$ cat src/boost_bypass_regs.vh
// Register offsets, field positions, reset values and timing counts of the boost/bypass register bank
`ifndef BOOST_BYPASS_REGS_VH
`define BOOST_BYPASS_REGS_VH

// ************************************************************
// Register offsets
// ************************************************************
`define OFS_UPPER_THRESHOLD    8'h03
`define OFS_CURRENT_LIMIT      8'h04
`define OFS_STATUS             8'h05

// ************************************************************
// Field positions
// ************************************************************
`define THR_CODE_MSB           4
`define LIM_DISABLE_BIT        5
`define LIM_SOFTSTART_BIT      4
`define LIM_CODE_MSB           3
`define ST_THERMAL_BIT         7
`define ST_HOT_BIT             6
`define ST_PFM_BIT             5
`define ST_CONV_BIT            4
`define ST_BYP_OC_BIT          3
`define ST_BST_OC_BIT          2
`define ST_FAULT_BIT           1
`define ST_OUTPUT_IN_REGULATION_BIT           0

// ************************************************************
// Reset values
// ************************************************************
`define RST_UPPER_THRESHOLD    5'h0A
`define RST_CURRENT_LIMIT      6'h1B
`define RST_STATUS             8'h00

// ************************************************************
// Timing
// ************************************************************
`define BST_OC_TIME_NS         1500000
`define CLK_PERIOD_NS          40
`define BST_OC_CYCLES          (`BST_OC_TIME_NS / `CLK_PERIOD_NS)

`endif

$ cat src/boost_bypass_config_status_regs.v
// Register bank of the boost/pass-through converter: threshold, current limit and status
//
// Functional notes
// - Upper threshold code in bits 4:0 at 0x03, 2.850V to 4.400V in 50 mV steps.
// - Current-limit bits 7:6 ignore writes and read back zero.
// - Current-limit bit 5 set disables current limiting; resets to zero.
// - Bit 4 selects soft-start: one fixes about 1250mA, zero follows limit code; resets one.
// - Bits 3:0 give valley limit, 1000 is 1500mA up to 1111 at 5000mA.
// - Status bit 7 latches on thermal trip, clears after status read.
// - Status bit 5 shows live pulse-frequency mode.
// - Status bit 4 shows live converter operation, zero in pass-through.
// - Status bit 3 latches bypass switch overcurrent in pass-through only, clears after status read.
// - Status bit 2 latches after 1.5ms continuous boost input limit, clears on read.
// - Status bit 1 latches on any fault, clears after status read.
// - Status bit 0 shows regulation good, forced one in forced pass-through.
`timescale 1ns/1ps
`include "boost_bypass_regs.vh"

module boost_bypass_config_status_regs #(
    parameter BST_OC_CYCLES = `BST_OC_CYCLES,
    parameter CNT_W         = 16
) (
    // Clock and reset
    input  wire             clk,
    input  wire             rst_b,
    // Register access port from the serial interface
    input  wire [7:0]       reg_addr,
    input  wire [7:0]       reg_wdata,
    input  wire             reg_wr,
    input  wire             reg_rd,
    output reg  [7:0]       reg_rdata,
    // Pin-level events and live states from the analog side
    input  wire             thermal_trip,
    input  wire             hot_junction,
    input  wire             pfm_mode,
    input  wire             converter_on,
    input  wire             bypass_oc,
    input  wire             boost_oc,
    input  wire             fault_event,
    input  wire             output_good,
    input  wire             forced_bypass,
    // Settings to the regulation loop
    output reg  [4:0]       upper_threshold_code,
    output reg              limit_disable,
    output reg              softstart_fixed,
    output reg  [3:0]       valley_limit_code
);

    // ************************************************************
    // Reset values
    // ************************************************************
    // Reset images of the writable fields, sized to the stored bits
    localparam [4:0] THR_RST = `RST_UPPER_THRESHOLD;
    localparam [5:0] LIM_RST = `RST_CURRENT_LIMIT;

    // ************************************************************
    // Address decode
    // ************************************************************
    // True when an access targets the given offset
    function addr_hit;
        input [7:0] addr;
        input [7:0] ofs;
        begin
            addr_hit = (addr == ofs);
        end
    endfunction

    // ************************************************************
    // Input synchronisers
    // ************************************************************
    localparam N_IN = 9;
    wire [N_IN-1:0] raw_in = {thermal_trip, hot_junction, pfm_mode, converter_on,
                              bypass_oc, boost_oc, fault_event, output_good, forced_bypass};
    reg  [N_IN-1:0] sync1_r;
    reg  [N_IN-1:0] sync2_r;
    reg  [N_IN-1:0] sync3_r;
    reg  [N_IN-1:0] stable_r;
    // Stages two and three hold the same value
    wire [N_IN-1:0] agree_w = ~(sync2_r ^ sync3_r);

    // Three stages; a level is taken once stages two and three agree
    always @(posedge clk) begin
        if (!rst_b) begin
            sync1_r  <= {N_IN{1'b0}};
            sync2_r  <= {N_IN{1'b0}};
            sync3_r  <= {N_IN{1'b0}};
            stable_r <= {N_IN{1'b0}};
        end else begin
            sync1_r  <= raw_in;
            sync2_r  <= sync1_r;
            sync3_r  <= sync2_r;
            stable_r <= (sync3_r & agree_w) | (stable_r & ~agree_w);
        end
    end

    wire s_thermal = stable_r[8];
    wire s_hot     = stable_r[7];
    wire s_pfm     = stable_r[6];
    wire s_conv    = stable_r[5];
    wire s_byp_oc  = stable_r[4];
    wire s_bst_oc  = stable_r[3];
    wire s_fault   = stable_r[2];
    wire s_good    = stable_r[1];
    wire s_forced  = stable_r[0];

    // ************************************************************
    // Boost overcurrent qualification
    // ************************************************************
    wire bst_oc_long;

    // Input limit must persist 1.5ms while boosting
    boost_oc_qualifier #(
        .CNT_W  (CNT_W),
        .CYCLES (BST_OC_CYCLES)
    ) u_bst_qual (
        .clk       (clk),
        .rst_b     (rst_b),
        .level_in  (s_bst_oc & s_conv),
        .qualified (bst_oc_long)
    );

    // ************************************************************
    // Event edge detection
    // ************************************************************
    reg  thermal_d_r;
    reg  byp_oc_d_r;
    reg  bst_long_d_r;
    reg  fault_d_r;

    // Past values for rising-edge events
    always @(posedge clk) begin
        if (!rst_b) begin
            thermal_d_r  <= 1'b0;
            byp_oc_d_r   <= 1'b0;
            bst_long_d_r <= 1'b0;
            fault_d_r    <= 1'b0;
        end else begin
            thermal_d_r  <= s_thermal;
            byp_oc_d_r   <= s_byp_oc;
            bst_long_d_r <= bst_oc_long;
            fault_d_r    <= s_fault;
        end
    end

    wire ev_thermal = s_thermal & ~thermal_d_r;
    wire ev_byp_oc  = s_byp_oc & ~byp_oc_d_r & ~s_conv;
    wire ev_bst_oc  = bst_oc_long & ~bst_long_d_r;
    wire ev_fault   = (s_fault & ~fault_d_r) | ev_thermal | ev_byp_oc | ev_bst_oc;

    // ************************************************************
    // Writable registers
    // ************************************************************
    wire wr_thr = reg_wr && addr_hit(reg_addr, `OFS_UPPER_THRESHOLD);
    wire wr_lim = reg_wr && addr_hit(reg_addr, `OFS_CURRENT_LIMIT);

    // Store only implemented bits; reserved bits are dropped
    always @(posedge clk) begin
        if (!rst_b) begin
            upper_threshold_code <= THR_RST;
            limit_disable        <= LIM_RST[`LIM_DISABLE_BIT];
            softstart_fixed      <= LIM_RST[`LIM_SOFTSTART_BIT];
            valley_limit_code    <= LIM_RST[`LIM_CODE_MSB:0];
        end else begin
            if (wr_thr)
                upper_threshold_code <= reg_wdata[`THR_CODE_MSB:0];
            if (wr_lim) begin
                limit_disable     <= reg_wdata[`LIM_DISABLE_BIT];
                softstart_fixed   <= reg_wdata[`LIM_SOFTSTART_BIT];
                valley_limit_code <= reg_wdata[`LIM_CODE_MSB:0];
            end
        end
    end

    // ************************************************************
    // Status flags and read path
    // ************************************************************
    reg  thermal_flag_r;
    reg  byp_oc_flag_r;
    reg  bst_oc_flag_r;
    reg  fault_flag_r;
    wire rd_status = reg_rd && addr_hit(reg_addr, `OFS_STATUS);

    // Sticky flags; a new event in the read cycle wins over the clear
    always @(posedge clk) begin
        if (!rst_b) begin
            thermal_flag_r <= 1'b0;
            byp_oc_flag_r  <= 1'b0;
            bst_oc_flag_r  <= 1'b0;
            fault_flag_r   <= 1'b0;
        end else begin
            thermal_flag_r <= ev_thermal | (thermal_flag_r & ~rd_status);
            byp_oc_flag_r  <= ev_byp_oc  | (byp_oc_flag_r  & ~rd_status);
            bst_oc_flag_r  <= ev_bst_oc  | (bst_oc_flag_r  & ~rd_status);
            fault_flag_r   <= ev_fault   | (fault_flag_r   & ~rd_status);
        end
    end

    wire [7:0] status_word = {thermal_flag_r, s_hot,
                              s_pfm,
                              s_conv,
                              byp_oc_flag_r, bst_oc_flag_r, fault_flag_r,
                              s_good | s_forced};

    // Readback words; reserved positions always read zero
    wire [7:0] thr_word = {3'h0, upper_threshold_code};
    wire [7:0] lim_word = {2'h0, limit_disable, softstart_fixed, valley_limit_code};

    // Registered read data; unmapped addresses read zero
    always @(posedge clk) begin
        if (!rst_b) begin
            reg_rdata <= `RST_STATUS;
        end else if (reg_rd) begin
            if (addr_hit(reg_addr, `OFS_UPPER_THRESHOLD))
                reg_rdata <= thr_word;
            else if (addr_hit(reg_addr, `OFS_CURRENT_LIMIT))
                reg_rdata <= lim_word;
            else if (addr_hit(reg_addr, `OFS_STATUS))
                reg_rdata <= status_word;
            else
                reg_rdata <= 8'h00;
        end
    end

endmodule // boost_bypass_config_status_regs

$ cat src/boost_oc_qualifier.v
// Qualifier that fires once a level has held continuously for a set number of cycles
`timescale 1ns/1ps

module boost_oc_qualifier #(
    parameter CNT_W  = 16,
    parameter CYCLES = 37500
) (
    // Clock and reset
    input  wire             clk,
    input  wire             rst_b,
    // Level to qualify and result
    input  wire             level_in,
    output reg              qualified
);

    reg  [CNT_W-1:0]        cnt_r;
    // Terminal count, cut on purpose to the counter width
    localparam [31:0]       LAST_I = CYCLES - 1;
    localparam [CNT_W-1:0]  LAST   = LAST_I[CNT_W-1:0];

    // Count while level holds; restart on any drop
    always @(posedge clk) begin
        if (!rst_b) begin
            cnt_r     <= {CNT_W{1'b0}};
            qualified <= 1'b0;
        end else if (!level_in) begin
            cnt_r     <= {CNT_W{1'b0}};
            qualified <= 1'b0;
        end else begin
            if (cnt_r != LAST)
                cnt_r <= cnt_r + 1'b1;
            qualified <= (cnt_r == LAST) ? 1'b1 : 1'b0;
        end
    end

endmodule // boost_oc_qualifier

$ cat config.mk
export PLATFORM = sky130hd
export DESIGN_NAME = boost_bypass_config_status_regs
export DESIGN_NICKNAME = d
export VERILOG_FILES = /design/src/boost_bypass_config_status_regs.v /design/src/boost_oc_qualifier.v
export VERILOG_INCLUDE_DIRS = /design/src /design/src/src
export SDC_FILE = /design/constraint.sdc
export NUM_CORES = 1
export LEC_CHECK = 0
export BUFFER_PORTS_ARGS = -buffer_cell sky130_fd_sc_hd__buf_2
export CAP_MARGIN = 10
export CELL_PAD_IN_SITES_DETAIL_PLACEMENT = 0
export CELL_PAD_IN_SITES_GLOBAL_PLACEMENT = 1
export CORE_UTILIZATION = 42
export DETAILED_ROUTE_END_ITERATION = 8
export PLACE_DENSITY = 0.82
export SLEW_MARGIN = 30
export SYNTH_ARGS = -nofsm -noshare
export SYNTH_HDL_FRONTEND = slang
export SYNTH_SLANG_ARGS = --single-unit
$ cat constraint.sdc
create_clock -name clk -period 1.64 [get_ports clk]
set_input_delay 0.082 -clock clk [delete_from_list [all_inputs] [get_ports clk]]
set_output_delay 0.082 -clock clk [all_outputs]
set_load 0.02 [all_outputs]
==> flow_summary.json <==
{
  "outcome": "finished, final reports clean",
  "clockBufferDepth": 2,
  "ant_nets": 0,
  "slew_headroom_pct": 67.02,
  "worstReg2RegEnd": "u_bst_qual.cnt_r[15]",
  "p_switching_mw": 0.7762,
  "p_comb_share_pct": 4.3,
  "worstSkewPairLatency_ps": 340,
  "grtUsageTotal_pct": 16.85,
  "areaGrowthSynthToFinish_pct": 25.95,
  "path_class": "flop to flop",
  "path_clk_slew_ps": 80,
  "min_period_ps": 1525,
  "clock.fmax_ghz": 0.6559,
  "grt_pass1_wl_mm": 9.777,
  "r2r-start": "u_bst_qual.cnt_r[2]",
  "synth.largest_area_cell": "dfxtp_1",
  "antenna_found_initial": 0,
  "syn_area_um2": 2975,
  "required_ps": 1920,
  "syn_area_per_cell_um2": 9.692,
  "stdcell_area_um2": 3747,
  "worst_pin_slew_ps": 494.7,
  "die_h_um": 86.17,
  "portBuffers": 45,
  "grt_overflow": 0,
  "numClockSinks": 80,
  "cts-root-buf": "clkbuf_8",
  "wl_mm": 5.720,
  "coreArea_um2": 6832,
  "die_w_um": 86.17,
  "start_kind": "flop",
  "clkPwrFrac_pct": 38.5,
  "dp_hpwl_mm": 3.867,
  "critPathMaxFanout": 6,
  "avgRoutedWirePerCell_um": 11.82,
  "pwr-share-seq_pct": 57.1,
  "design_power_total_mw": 3.463,
  "netlist_instances": 307,
  "synth_top_flop_cell": "dfxtp_1",
  "final.period_utilization_pct": 92.97,
  "dr.pass1.iters": 4,
  "grt_max_degree": 31,
  "place_inst": 452,
  "maxSlewViolCount": 0,
  "post_dp_cell_area_um2": 3392,
  "start_util_pct": 43.55,
  "crit_start": "u_bst_qual.cnt_r[2]",
  "dieArea_um2": 7424,
  "p_per_area_nw_per_um2": 924.1,
  "synth.most_common_cell": "dfxtp_1",
  "final_cells": 484,
  "cap_violations": 0,
  "intPower_mw": 2.687,
  "gp_congestion": 0.8137,
  "setup_tns_ps": 0,
  "first_iter_violations": 86,
  "finalHoldViolations": 0,
  "drc": 0,
  "nets": 413,
  "grt_pass1_vias": 2160,
  "vias": 2358,
  "ys_seq_area_share_pct": 53.83,
  "n_antenna_cell": 0,
  "rows": 30,
  "cts_tree": "built",
  "end_kind": "flop",
  "critPathArrivalTime_ps": 1810,
  "rsz0062_at_grt": "no",
  "synth_commonest_cells": "80 x dfxtp_1, 33 x and2_1, 25 x nand2_1",
  "synth_nets": 337,
  "swShare_pct": 22.42,
  "hold_ws_ps": 91.07,
  "via_per_inst": 4.872,
  "cts_buffers": 9,
  "r2r_setup_slack_ps": 120,
  "ys_ff_latch": 80,
  "p_leak_nw": 1.435,
  "synth_cell_type_count": 36,
  "async_reset_ff_share_pct": 0,
  "fin_skew_ps": 7.285,
  "htree_levels": 3,
  "peakVddDrop_uv": 494.1,
  "hp-class": "input pin to flop",
  "r2r_cells": 4,
  "synth_edf_count": 0,
  "setup_violations": 0,
  "yosys-top-cells-area": "dfxtp_1 54%, and2_1 6.9%, mux2i_1 4.0%, xnor2_1 3.2%, nand2_1 3.2%",
  "layout-drive-gt1-share_pct": 21.65,
  "endpoint": "u_bst_qual.cnt_r[15]",
  "io_pins": 48,
  "yosysWarnings": 0,
  "synth_top_area_share_pct": 53.83
}
[routing by layer]
metal | global-route usage [%] | vias up | wire, um
li1 | - | 1196 | -
met1 | 20.92 | 1084 | 2780
met2 | 27.27 | 65 | 2516
met3 | 3.465 | 13 | 285
met4 | 9.394 | 0 | 137
met5 | 0 | - | 0
[stage by stage]
| stage | worst slack, ps | util (%) |
|---|---|---|
| 2_1_floorplan | 176.9 | - |
| 3_3_place_gp | 74.82 | 49.65 |
| 3_5_place_dp | 38.57 | 49.65 |
| 4_1_cts | 71.16 | 54.54 |
| 5_1_grt | 58.80 | 54.85 |
| 6_report | 115.4 | 54.85 |
[cells in the final DEF, fill, tap and decap left out, drive strengths merged, types with 2 or more instances in the layout]
master       count
and2            33
nand4            5
dlygate4sd3     15
dfxtp           80
o22ai            6
nor2b            4
nor3b            3
nand2b           4
a21oi            5
o21ai           16
or3              3
clkbuf          12
o21a             4
nor4bb           2
clkinv           2
nand2           25
clkinvlp         2
a21boi          12
nor2            17
nor4             4
and3             5
nor3             6
nand3b           2
nand3           11
inv             14
xnor2           11
nor4b            3
buf             61
mux2i           12
[kinds of logic (layout without fill, tap and decap cells)]
kind of cell	after synthesis	count (layout)	share of synthesized area (%)
flip-flops	80	80	53.83
buffers and inverters	25	106	3.154
AO/OA/AOI/OAI	46	46	9.756
multiplexers	13	13	4.416
adder cells (fa/ha/maj)	1	1	0.4205
XOR/XNOR	12	12	3.532
AND/OR/NAND/NOR	130	130	24.89
[worst max-delay path, cell delays in order (launching register included)]
cell and delay (ps):
dfxtp_1 440, nand4_1 150, or3_1 380, or3_1 350, a21oi_1 140
[what timing repair did]
| item | 4_1_cts | 5_1_grt |
|---|---|---|
| buffers inserted | 0 | 1 |
| hold endpoints to repair | 18 | 0 |
| hold buffers | 15 | 0 |
| endpoints found under the setup margin | 0 | 3 |
| gates resized for setup | 0 | 3 |
[worst min path at each step]
stage	start	end	slack, ps	cells past startpoint
final	reg_addr[7]	reg_rdata[5]	90	4
after global routing	reg_wr	limit_disable	130	3
after CTS	reg_addr[6]	reg_rdata[5]	80	4
after detailed placement	bypass_oc	sync1_r[4]	290	2
after global placement	pfm_mode	sync1_r[6]	290	2
after floorplan	reg_wdata[4]	softstart_fixed	210	2
[area by class of cell]
type                       count  area [um2]
fill                         656        3084
sequential                    80        1602
multi-input combinational    202        1294
timing repair buffer          76       495.5
clock buffer                  12       155.1
tap                           96       120.1
inverter                      14       52.55
clock inverter                 4       28.78
[power groups by stage]
stage	clock, mW	combinational (mW)	sequential (mW)
detailed placement	0	0.123	2.02
CTS	1.38	0.151	1.98
floorplan	0	0.0646	2.02
global route	1.46	0.166	1.98
global placement	0	0.122	2.02
finish	1.33	0.150	1.98
Power figures use the tool's default switching activity.
